File: src/cpurs_pkg.sv
package cpurs_pkg;

    // --------------------------------------------------------------
    // flags register layout and reset values
    // --------------------------------------------------------------
    localparam int           H_BIT     = 4;
    localparam int           I_BIT     = 3;
    localparam int           N_BIT     = 2;
    localparam int           Z_BIT     = 1;
    localparam int           C_BIT     = 0;
    localparam logic [2:0]   FLAGS_TOP = 3'h7;       // bits 7..5 read as ones
    localparam logic [4:0]   FLAGS_RST = 5'h08;      // only the mask set at reset
    localparam logic [7:0]   DATA_RST  = 8'h00;
    localparam logic [15:0]  IP_RST    = 16'h0000;

    // --------------------------------------------------------------
    // stack window and frame shapes
    // --------------------------------------------------------------
    localparam logic [9:0]   STACK_HI   = 10'h004;   // address bits 15..6 of the stack
    localparam logic [5:0]   SP_RST     = 6'h3F;
    localparam logic [2:0]   INT_FRAME  = 3'h5;
    localparam logic [2:0]   CALL_FRAME = 3'h2;
    localparam logic [2:0]   ONE_FRAME  = 3'h1;
    localparam logic [2:0]   SLOT_IPL   = 3'h0;      // slot order in an interrupt frame
    localparam logic [2:0]   SLOT_IPH   = 3'h1;
    localparam logic [2:0]   SLOT_X     = 3'h2;
    localparam logic [2:0]   SLOT_ACC   = 3'h3;
    localparam logic [2:0]   SLOT_FLAGS = 3'h4;

    typedef enum logic [4:0] {
        OP_NOP, OP_PREFIX, OP_ADD, OP_ADC, OP_SUB, OP_SBC, OP_AND, OP_OR,
        OP_XOR, OP_LD, OP_SLL, OP_SRL, OP_RLC, OP_RRC, OP_BTST,
        OP_SET_OVERFLOW, OP_CLEAR_OVERFLOW, OP_MASK, OP_UNMASK, OP_PUSH_FLAGS,
        OP_POP_FLAGS, OP_BRANCH, OP_JUMP, OP_CALL, OP_RET, OP_TRAP,
        OP_HANDLER_RETURN
    } cpurs_op_t;

    typedef enum logic [3:0] {
        BRANCH_IF_NIBBLE_CARRY, BRANCH_IF_NO_NIBBLE_CARRY, BRANCH_IF_MASKED,
        BRANCH_IF_UNMASKED, BRANCH_IF_NEGATIVE, BRANCH_IF_POSITIVE,
        BRANCH_IF_EQUAL, BRANCH_IF_NOT_EQUAL, BRANCH_IF_OVERFLOW,
        BRANCH_IF_NO_OVERFLOW
    } cpurs_cond_t;

    typedef enum logic {DST_ACC, DST_INDEX} cpurs_dst_t;

    typedef enum logic [2:0] {
        ST_IDLE = 3'b001,
        ST_PUSH = 3'b010,
        ST_POP  = 3'b100
    } cpurs_state_t;

    typedef struct packed {
        logic        valid;
        cpurs_op_t   op;
        cpurs_dst_t  dst;
        logic [7:0]  operand;   // alu operand or branch offset
        cpurs_cond_t cond;
        logic [15:0] target;    // jump/call target, bit index in [2:0]
    } cpurs_cmd_t;

    typedef struct packed {
        logic        we;
        logic        re;
        logic [15:0] addr;
        logic [7:0]  wdata;
    } cpurs_stk_t;

endpackage

File: src/cpurs_core_regs.sv
// How it works
// - one 8-bit accumulator feeds the alu and takes its results
// - two 8-bit index registers for addressing or scratch data
// - second index register is used only right after the prefix command
// - interrupt entry and return never save or restore the second index
// - 16-bit instruction pointer handled as separate low and high bytes
// - registers reachable only through commands, not the data memory map
// - flags read ones in 7..5, then half, mask, negative, zero, carry
// - whole flags byte pushed and popped; each flag set, cleared or tested
// - add and add-with-carry set half flag on carry from bit 3 to 4
// - mask set on any interrupt entry or by software; trap ignores it
// - mask cleared, set, restored by return, tested by two branches
// - requests arriving while masked stay pending until unmasked
// - unmasking inside a handler services pending requests at once
// - negative flag copies bit 7 of every alu or data result
// - zero flag set when the result is zero, cleared otherwise
// - carry on overflow or borrow; software can set or clear it
// - carry also updated by bit test and by every shift or rotate
// - branch pairs on half, mask, negative, zero and carry flags
// - call uses two stack bytes, interrupt five, low pointer byte first
module cpurs_core_regs (
    input  wire logic              clk,
    input  wire logic              sys_rst,
    input  wire cpurs_pkg::cpurs_cmd_t cmd_i,
    input  wire logic              irq_req,
    input  wire logic [15:0]       irq_target,
    input  wire logic [15:0]       trap_target,
    input  wire logic [7:0]        stack_rdata,
    output logic                   ready,
    output logic                   irq_ack,
    output logic                   branch_taken,
    output cpurs_pkg::cpurs_stk_t  stk_o,
    output logic [7:0]             acc_q,
    output logic [7:0]             index_x_q,
    output logic [7:0]             index_y_q,
    output logic [15:0]            instr_pointer,
    output logic [7:0]             flags_register
);
    import cpurs_pkg::*;

    // ----------------------------------------------------------------
    // state
    // ----------------------------------------------------------------
    logic [7:0]   acc_reg, x_reg, y_reg, save_flags_reg;
    logic [15:0]  ip_reg, save_ip_reg;
    logic         h_reg, i_reg, n_reg, z_reg, c_reg, prefix_reg, pend_reg;
    logic         ready_reg, ack_reg, br_reg, pop_v1_reg, pop_v2_reg;
    logic [2:0]   slot1_reg, slot2_reg, cnt_reg, len_reg, base_reg;
    logic [5:0]   sp_reg;
    cpurs_state_t st_reg;
    cpurs_stk_t   stk_reg;

    // registers leave only through these ports, never via memory
    assign acc_q          = acc_reg;
    assign index_x_q      = x_reg;
    assign index_y_q      = y_reg;
    assign instr_pointer  = ip_reg;
    assign flags_register = {FLAGS_TOP, h_reg, i_reg, n_reg, z_reg, c_reg};
    assign ready          = ready_reg;
    assign irq_ack        = ack_reg;
    assign branch_taken   = br_reg;
    assign stk_o          = stk_reg;

    // ----------------------------------------------------------------
    // command decode and alu
    // ----------------------------------------------------------------
    logic       idle, accept, irq_go, int_entry, wr_res, upd_nz, upd_c, upd_h;
    logic       co, hc, cond_ok, cap;
    logic [7:0] opa, res, cap_data;
    logic [8:0] wide;
    logic [4:0] nib;
    logic [2:0] cap_slot;

    // a command always wins the boundary; interrupts take idle gaps
    assign idle      = (st_reg == ST_IDLE);
    assign accept    = idle & cmd_i.valid;
    assign irq_go    = idle & ~cmd_i.valid & pend_reg & ~i_reg;
    assign int_entry = irq_go | (accept & (cmd_i.op == OP_TRAP)); // trap ignores mask
    assign cap       = pop_v2_reg;
    assign cap_slot  = slot2_reg;
    assign cap_data  = stack_rdata;

    // operate on the register chosen by dst and the prefix flag
    always_comb begin
        opa    = (cmd_i.dst == DST_ACC) ? acc_reg : (prefix_reg ? y_reg : x_reg);
        wide   = {1'b0, opa};
        nib    = 5'h00;
        res    = opa;
        co     = c_reg;
        hc     = h_reg;
        wr_res = 1'b1;
        upd_nz = 1'b1;
        upd_c  = 1'b0;
        upd_h  = 1'b0;
        unique case (cmd_i.op)
            OP_ADD, OP_ADC: begin
                nib   = {1'b0, opa[3:0]} + {1'b0, cmd_i.operand[3:0]}
                      + {4'h0, (cmd_i.op == OP_ADC) & c_reg};
                wide  = {1'b0, opa} + {1'b0, cmd_i.operand}
                      + {8'h00, (cmd_i.op == OP_ADC) & c_reg};
                hc    = nib[4];
                upd_h = 1'b1;
                upd_c = 1'b1;
            end
            OP_SUB, OP_SBC: begin
                wide  = {1'b0, opa} - {1'b0, cmd_i.operand}
                      - {8'h00, (cmd_i.op == OP_SBC) & c_reg};
                upd_c = 1'b1;
            end
            OP_AND:  wide = {1'b0, opa & cmd_i.operand};
            OP_OR:   wide = {1'b0, opa | cmd_i.operand};
            OP_XOR:  wide = {1'b0, opa ^ cmd_i.operand};
            OP_LD:   wide = {1'b0, cmd_i.operand};
            OP_SLL:  begin wide = {opa[7], opa[6:0], 1'b0};  upd_c = 1'b1; end
            OP_SRL:  begin wide = {opa[0], 1'b0, opa[7:1]};  upd_c = 1'b1; end
            OP_RLC:  begin wide = {opa[7], opa[6:0], c_reg}; upd_c = 1'b1; end
            OP_RRC:  begin wide = {opa[0], c_reg, opa[7:1]}; upd_c = 1'b1; end
            OP_BTST: begin
                wide   = {cmd_i.operand[cmd_i.target[2:0]], opa};
                wr_res = 1'b0;
                upd_nz = 1'b0;
                upd_c  = 1'b1;
            end
            default: begin
                wr_res = 1'b0;
                upd_nz = 1'b0;
            end
        endcase
        res = wide[7:0];
        co  = upd_c ? wide[8] : c_reg; // borrow also lands in bit 8
    end

    // branch condition pairs
    always_comb begin
        unique case (cmd_i.cond)
            BRANCH_IF_NIBBLE_CARRY:    cond_ok = h_reg;
            BRANCH_IF_NO_NIBBLE_CARRY: cond_ok = ~h_reg;
            BRANCH_IF_MASKED:          cond_ok = i_reg;
            BRANCH_IF_UNMASKED:        cond_ok = ~i_reg;
            BRANCH_IF_NEGATIVE:        cond_ok = n_reg;
            BRANCH_IF_POSITIVE:        cond_ok = ~n_reg;
            BRANCH_IF_EQUAL:           cond_ok = z_reg;
            BRANCH_IF_NOT_EQUAL:       cond_ok = ~z_reg;
            BRANCH_IF_OVERFLOW:        cond_ok = c_reg;
            BRANCH_IF_NO_OVERFLOW:     cond_ok = ~c_reg;
            default:                   cond_ok = 1'b0;
        endcase
    end

    // ----------------------------------------------------------------
    // data registers
    // ----------------------------------------------------------------
    // accumulator and both index registers; the frame has no slot for y
    always_ff @(posedge clk or posedge sys_rst) begin
        if (sys_rst) begin
            acc_reg <= DATA_RST;
            x_reg   <= DATA_RST;
            y_reg   <= DATA_RST;
        end else if (accept & wr_res) begin
            if (cmd_i.dst == DST_ACC) acc_reg <= res;
            else if (prefix_reg) y_reg <= res;
            else x_reg <= res;
        end else if (cap & (cap_slot == SLOT_ACC)) begin
            acc_reg <= cap_data;
        end else if (cap & (cap_slot == SLOT_X)) begin
            x_reg <= cap_data;
        end
    end

    // prefix lasts exactly one following command
    always_ff @(posedge clk or posedge sys_rst) begin
        if (sys_rst) prefix_reg <= 1'b0;
        else if (accept) prefix_reg <= (cmd_i.op == OP_PREFIX);
    end

    // ----------------------------------------------------------------
    // flags
    // ----------------------------------------------------------------
    always_ff @(posedge clk or posedge sys_rst) begin
        if (sys_rst) begin
            {h_reg, i_reg, n_reg, z_reg, c_reg} <= FLAGS_RST;
        end else if (int_entry) begin
            i_reg <= 1'b1;
        end else if (accept) begin
            if (upd_h) h_reg <= hc;
            if (upd_nz) begin
                n_reg <= res[7];
                z_reg <= (res == DATA_RST);
            end
            c_reg <= co;
            unique case (cmd_i.op)
                OP_SET_OVERFLOW:   c_reg <= 1'b1;
                OP_CLEAR_OVERFLOW: c_reg <= 1'b0;
                OP_MASK:           i_reg <= 1'b1;
                OP_UNMASK:         i_reg <= 1'b0;
                default:           ;
            endcase
        end else if (cap & (cap_slot == SLOT_FLAGS)) begin
            h_reg <= cap_data[H_BIT];
            i_reg <= cap_data[I_BIT];
            n_reg <= cap_data[N_BIT];
            z_reg <= cap_data[Z_BIT];
            c_reg <= cap_data[C_BIT];
        end
    end

    // a request is held until entry; a new one in the same cycle wins
    always_ff @(posedge clk or posedge sys_rst) begin
        if (sys_rst) pend_reg <= 1'b0;
        else if (irq_req) pend_reg <= 1'b1;
        else if (irq_go) pend_reg <= 1'b0;
    end

    // ----------------------------------------------------------------
    // instruction pointer
    // ----------------------------------------------------------------
    always_ff @(posedge clk or posedge sys_rst) begin
        if (sys_rst) begin
            ip_reg <= IP_RST;
            br_reg <= 1'b0;
        end else begin
            br_reg <= accept & (cmd_i.op == OP_BRANCH) & cond_ok;
            if (irq_go) ip_reg <= irq_target;
            else if (accept) begin
                unique case (cmd_i.op)
                    OP_TRAP:           ip_reg <= trap_target;
                    OP_JUMP, OP_CALL:  ip_reg <= cmd_i.target;
                    OP_RET, OP_HANDLER_RETURN: ip_reg <= ip_reg;
                    OP_BRANCH: ip_reg <= ip_reg + 16'h0001
                        + (cond_ok ? {{8{cmd_i.operand[7]}}, cmd_i.operand} : 16'h0000);
                    default:           ip_reg <= ip_reg + 16'h0001;
                endcase
            end else if (cap & (cap_slot == SLOT_IPL)) begin
                ip_reg[7:0] <= cap_data;
            end else if (cap & (cap_slot == SLOT_IPH)) begin
                ip_reg[15:8] <= cap_data;
            end
        end
    end

    // ----------------------------------------------------------------
    // stack sequencer
    // ----------------------------------------------------------------
    logic [2:0] push_slot;
    logic [7:0] push_data;
    assign push_slot = base_reg + cnt_reg;

    // frame slots: low ip, high ip, x, acc, flags; y is never framed
    always_comb begin
        unique case (push_slot)
            SLOT_IPL: push_data = save_ip_reg[7:0];
            SLOT_IPH: push_data = save_ip_reg[15:8];
            SLOT_X:   push_data = x_reg;
            SLOT_ACC: push_data = acc_reg;
            default:  push_data = save_flags_reg;
        endcase
    end

    // reads return one cycle after re, so pops run two beats past the last read
    always_ff @(posedge clk or posedge sys_rst) begin
        if (sys_rst) begin
            st_reg         <= ST_IDLE;
            cnt_reg        <= 3'h0;
            len_reg        <= 3'h0;
            base_reg       <= 3'h0;
            sp_reg         <= SP_RST;
            save_ip_reg    <= IP_RST;
            save_flags_reg <= DATA_RST;
            stk_reg        <= '0;
            pop_v1_reg     <= 1'b0;
            pop_v2_reg     <= 1'b0;
            slot1_reg      <= 3'h0;
            slot2_reg      <= 3'h0;
            ready_reg      <= 1'b0;
            ack_reg        <= 1'b0;
        end else begin
            stk_reg.we <= 1'b0;
            stk_reg.re <= 1'b0;
            pop_v1_reg <= 1'b0;
            pop_v2_reg <= pop_v1_reg;
            slot2_reg  <= slot1_reg;
            ack_reg    <= irq_go;
            cnt_reg    <= 3'h0;
            unique case (st_reg)
                ST_IDLE: begin
                    ready_reg      <= 1'b1;
                    save_flags_reg <= flags_register;
                    save_ip_reg    <= irq_go ? ip_reg : ip_reg + 16'h0001;
                    base_reg       <= 3'h0;
                    if (int_entry) begin
                        st_reg    <= ST_PUSH;
                        len_reg   <= INT_FRAME;
                        ready_reg <= 1'b0;
                    end else if (accept) begin
                        ready_reg <= 1'b0;
                        unique case (cmd_i.op)
                            OP_CALL: begin
                                st_reg  <= ST_PUSH;
                                len_reg <= CALL_FRAME;
                            end
                            OP_PUSH_FLAGS: begin
                                st_reg   <= ST_PUSH;
                                len_reg  <= ONE_FRAME;
                                base_reg <= SLOT_FLAGS;
                            end
                            OP_POP_FLAGS, OP_RET, OP_HANDLER_RETURN: begin
                                st_reg   <= ST_POP;
                                len_reg  <= (cmd_i.op == OP_RET) ? CALL_FRAME :
                                            (cmd_i.op == OP_POP_FLAGS) ? ONE_FRAME : INT_FRAME;
                                base_reg <= (cmd_i.op == OP_RET) ? SLOT_IPH : SLOT_FLAGS;
                            end
                            default: ready_reg <= 1'b1;
                        endcase
                    end
                end
                ST_PUSH: begin
                    stk_reg.we    <= 1'b1;
                    stk_reg.addr  <= {STACK_HI, sp_reg - {3'h0, cnt_reg}};
                    stk_reg.wdata <= push_data;
                    cnt_reg       <= cnt_reg + 3'h1;
                    if (cnt_reg == len_reg - 3'h1) begin
                        st_reg    <= ST_IDLE;
                        sp_reg    <= sp_reg - {3'h0, len_reg};
                        ready_reg <= 1'b1;
                    end
                end
                ST_POP: begin
                    cnt_reg <= cnt_reg + 3'h1;
                    if (cnt_reg < len_reg) begin
                        stk_reg.re   <= 1'b1;
                        stk_reg.addr <= {STACK_HI, sp_reg + 6'h01 + {3'h0, cnt_reg}};
                        pop_v1_reg   <= 1'b1;
                        slot1_reg    <= base_reg - cnt_reg;
                    end
                    if (cnt_reg == len_reg + 3'h1) begin
                        st_reg    <= ST_IDLE;
                        sp_reg    <= sp_reg + {3'h0, len_reg};
                        ready_reg <= 1'b1;
                    end
                end
                default: st_reg <= ST_IDLE;
            endcase
        end
    end

    // ----------------------------------------------------------------
    // checks
    // ----------------------------------------------------------------
    logic [4:0] nib_chk;
    assign nib_chk = {1'b0, acc_reg[3:0]} + {1'b0, cmd_i.operand[3:0]};

    a_half_carry_add: assert property (@(posedge clk) disable iff (sys_rst)
        accept & (cmd_i.op == OP_ADD) & (cmd_i.dst == DST_ACC) |=> h_reg == $past(nib_chk[4]))
        else $error("half flag wrong after add");
    a_mask_on_entry: assert property (@(posedge clk) disable iff (sys_rst)
        int_entry |=> i_reg ##1 ~ready_reg)
        else $error("mask not set on interrupt entry");
    a_neg_copy: assert property (@(posedge clk) disable iff (sys_rst)
        accept & wr_res & (cmd_i.dst == DST_ACC) |=> n_reg == acc_reg[7])
        else $error("negative flag not bit 7");
    a_zero_result: assert property (@(posedge clk) disable iff (sys_rst)
        accept & wr_res & (cmd_i.dst == DST_ACC) |=> z_reg == (acc_reg == 8'h00))
        else $error("zero flag mismatch");
    a_int_frame_len: assert property (@(posedge clk) disable iff (sys_rst)
        int_entry |-> ##2 stk_reg.we [*5] ##1 ~stk_reg.we)
        else $error("interrupt frame not five bytes");
    a_first_low_byte: assert property (@(posedge clk) disable iff (sys_rst)
        irq_go |-> ##2 (stk_reg.wdata == save_ip_reg[7:0]) && (stk_reg.addr[5:0] == sp_reg))
        else $error("first stacked byte not low pointer");
    a_y_kept_seq: assert property (@(posedge clk) disable iff (sys_rst)
        (st_reg != ST_IDLE) |=> $stable(y_reg))
        else $error("second index changed by stack sequence");
    a_pend_held: assert property (@(posedge clk) disable iff (sys_rst)
        pend_reg & i_reg |=> pend_reg)
        else $error("masked request lost");
    a_carry_set_op: assert property (@(posedge clk) disable iff (sys_rst)
        accept & (cmd_i.op == OP_SET_OVERFLOW) |=> c_reg ##1 ready_reg)
        else $error("carry set command failed");

endmodule

File: config.mk
export PLATFORM = sky130hd
export DESIGN_NAME = cpurs_core_regs
export DESIGN_NICKNAME = d
export VERILOG_FILES = /design/src/cpurs_pkg.sv /design/src/cpurs_core_regs.sv
export SDC_FILE = /design/constraint.sdc
export NUM_CORES = 1
export LEC_CHECK = 0
export BUFFER_PORTS_ARGS = -buffer_cell sky130_fd_sc_hd__buf_2
export CAP_MARGIN = 20
export CORE_MARGIN = 3
export CORE_UTILIZATION = 58
export CTS_CLUSTER_DIAMETER = 80
export CTS_CLUSTER_SIZE = 24
export DETAILED_ROUTE_END_ITERATION = 8
export PLACE_DENSITY = 0.82
export SLEW_MARGIN = 10
export SYNTH_ARGS = -nofsm -noshare
export SYNTH_HDL_FRONTEND = slang
export SYNTH_SLANG_ARGS = --single-unit
export TNS_END_PERCENT = 50
File: constraint.sdc
create_clock -name clk -period 5.03 [get_ports clk]
set_clock_uncertainty 0.1 [all_clocks]
set_input_delay 1.006 -clock clk [delete_from_list [all_inputs] [get_ports clk]]
set_output_delay 1.006 -clock clk [all_outputs]
set_load 0.05 [all_outputs]
==> impl_metrics.csv <==
group,metric,value,unit
logic_synthesis,yosys.area.top_type,"dfrtp_1",
clock_network,cts_tree,"done",
clock_network,cts_hold_buf,0,
critical_path,r2r_start,"n_reg$_DFFE_PP0P_",
timing,hold_viol_final,0,
route,drt_wl_total,28.2,mm
critical_path,crit_start,"cmd_i[19]",
critical_path,setup.worst_path.start_class,"primary input",
timing,finalCritPeriodShare,88.5,%
global_routing,grt_pass1_wl,44.8,mm
clock_network,cts_num_sinks,113,
logic_synthesis,yosysTopAreaCellShare,28.7,%
clock_network,clock_latency,0.42,ns
floorplanning,io_pins,155,
logic_synthesis,async_flop_share,100,%
clock_network,root_buffer,"clkbuf_16",
critical_path,endpoint_kind,"register",
power,peakVddDrop,0.320,mV
logic_synthesis,seq_area_frac_synth,31.0,%
logic_synthesis,ys.warnings.count,0,
timing,setup_viol,0,
logic_synthesis,yosys_most_used_dff,"dfrtp_1",
clock_network,post_cts_resized,0,
placed_design,gp_congestion,1.00,
logic_synthesis,synth_area_leaders,"dfrtp_1 (29%), ha_1 (8.8%), nand2_1 (5.2%)",
global_routing,gr-total-overflow,0,
timing,slew_violations,0,
timing,final.setup.worst_slack,0.577,ns
final_layout,area_growth,15.5,%
logic_synthesis,ys_ff_latch,113,
floorplanning,die_w,132,um
route,via_per_inst,6.30,
power,p_leak,4.95,nW
logic_synthesis,synth_edf_count,0,
route,drtIter0Drc,915,
global_routing,grtUsageTotal,32.0,%
final_layout,antenna_cells,0,
critical_path,worstPathCellList,"buf_2 -> and4bb_1 -> nor4_4 -> a22oi_1 -> and2_1 -> ha_1 -> fa_1 -> a21o_1 -> a21o_1 -> a21oi_1 -> o21ai_0 -> o2111ai_1 -> o211ai_1 -> a31oi_1 -> o21ai_1 -> xnor2_1 -> o22ai_1",
critical_path,critPathKind,"primary input to register",
critical_path,required,5.22,ns
route,drc,0,
floorplanning,die-height,132,um
clock_network,numCtsBuffers,17,
floorplanning,core_area,0.0153,sq mm
critical_path,slowest_delay,0.41,ns
power,power.total,7.11,mW
logic_synthesis,syn-cell-area,0.00915,sq mm
final_layout,layout-drive-gt1-share,20.7,%
final_layout,nNetsFinal,1326,
global_routing,grt_max_degree,92,
final_layout,final_cell_mix,"buf_2 (142), nand2_1 (126), dfrtp_1 (105)",
final_layout,fillerInstances,1227,
run,maxCapViolCount,0,
timing,relSlewSlack,17.8,%
critical_path,cp.arrival,4.64,ns
floorplanning,initial_core_util,59.7,%
route,ant_nets,0,
status,status,"finished clean",
placed_design,io_buffers,142,
critical_path,crit_end,"instr_pointer[14]$_DFFE_PP0P_",
clock_network,cts.clk_slew.worst_paths,0.05,ns
clock_network,postCtsSetupRepairBufs,0,
placed_design,post-place-ws,0.199,ns
critical_path,r2r_slack,0.75,ns
floorplanning,dieArea,0.0173,sq mm
critical_path,worstReg2RegEnd,"instr_pointer[14]$_DFFE_PP0P_",
critical_path,r2r_cells,16,
critical_path,crit_path_max_fanout,8,
route,avgRoutedWirePerCell,20.1,um
timing,fmax,0.225,GHz
logic_synthesis,ys_types,76,
route,vias,8824,
power,p_per_area,673,mW/mm^2
clock_network,clock_path_buffers,2,
placed_design,place_hpwl,21.1,mm
critical_path,critical-path-slowest-cell,"fa_1",
global_routing,antenna_found_initial,0,
logic_synthesis,synth.avg_cell_area,8.69,sq um
global_routing,grt_pass1_vias,8385,
final_layout,final_common_cell,"buf_2",
floorplanning,fp-row-count,45,
critical_path,critical_path.most_common_cell,"a21o_1",
logic_synthesis,synth_cells,1053,
timing,tightestPinTransition,1.22,ns
timing,min_period,4.45,ns
timing,setup_tns,0,ns
timing,rsz0062_at_grt,"no",
hold_path,worstHoldPathType,"register to register",
route,drt-pass1-iter-count,6,
clock_network,htree_num_levels,4,
[synthesized netlist by cell type (all sizes together), types with 23 or more instances]
master / n
xor2: 30
nor2: 78
mux2i: 28
buf: 32
a221oi: 23
nand2: 126
ha: 64
clkbuf: 37
inv: 57
o21ai: 83
dfrtp: 105
a21oi: 58
xnor2: 37
[stage by stage]
| stage | cells | area, sq um | hold WS (ns) | utilization (%) |
|---|---|---|---|---|
| after global placement | 1366 | 9970 | 0.259 | 65.1 |
| after global routing | 1400 | 10600 | 0.292 | 69.0 |
| after CTS | 1398 | 10500 | 0.281 | 68.8 |
| after detailed placement | 1366 | 9970 | 0.261 | 65.1 |
| after floorplan | 1063 | 9190 | 0.254 | - |
| final | 1400 | 10600 | 0.278 | 69.0 |
[power by group]
part	switching [mW]	internal [mW]	total (mW)
combinational	2.68	1.48	4.16
clock	0.403	0.743	1.15
sequential	0.508	1.31	1.81
total	3.59	3.53	7.11
[routing by layer]
layer | GRT usage (%) | wire, um | vias to the layer above
met5 | 0 | 0 | -
met3 | 7.35 | 2890 | 96
met4 | 13.8 | 1240 | 0
li1 | - | - | 4020
met2 | 49.5 | 12700 | 551
met1 | 43.2 | 11300 | 4157
[cell families after synthesis]
family                   share of synthesized area [%]
buffers and inverters                             6.14
flip-flops                                        31.0
AO/OA/AOI/OAI                                     20.3
adder cells (fa/ha/maj)                           10.6
multiplexers                                      8.11
XOR/XNOR                                          6.50
AND/OR/NAND/NOR                                   17.2
other                                           0.0821
[worst max-delay path: cells and delay by family]
family / cells / cell delay, ns
AO/OA/AOI/OAI: 10 / 1.87
XOR/XNOR: 1 / 0.22
adder cells (fa/ha/maj): 2 / 0.62
buffers and inverters: 1 / 0.15
AND/OR/NAND/NOR: 3 / 0.78
[layout make-up]
class / count / area [sq um] / share of cell area [%]
clock buffer: 28 / 517 / 4.89
clock inverter: 4 / 47.5 / 0.450
inverter: 58 / 220 / 2.08
multi-input combinational: 823 / 5790 / 54.8
sequential: 113 / 2840 / 26.9
tap: 211 / 264 / 2.50
timing repair buffer: 163 / 888 / 8.41
[how the worst min path moves through the flow]
stage | from | endpoint | slack (ns) | depth (start not counted)
after floorplan | slot1_reg[0]$_DFFE_PP0P_ | cap_slot[0]$_DFF_PP0_ | 0.25 | 0
after global placement | pop_v1_reg$_DFF_PP0_ | cap$_DFF_PP0_ | 0.26 | 0
after detailed placement | pop_v1_reg$_DFF_PP0_ | cap$_DFF_PP0_ | 0.26 | 0
after CTS | pop_v1_reg$_DFF_PP0_ | cap$_DFF_PP0_ | 0.28 | 0
after global routing | pop_v1_reg$_DFF_PP0_ | cap$_DFF_PP0_ | 0.29 | 0
final | pop_v1_reg$_DFF_PP0_ | cap$_DFF_PP0_ | 0.28 | 0
Power figures use the tool's default switching activity.
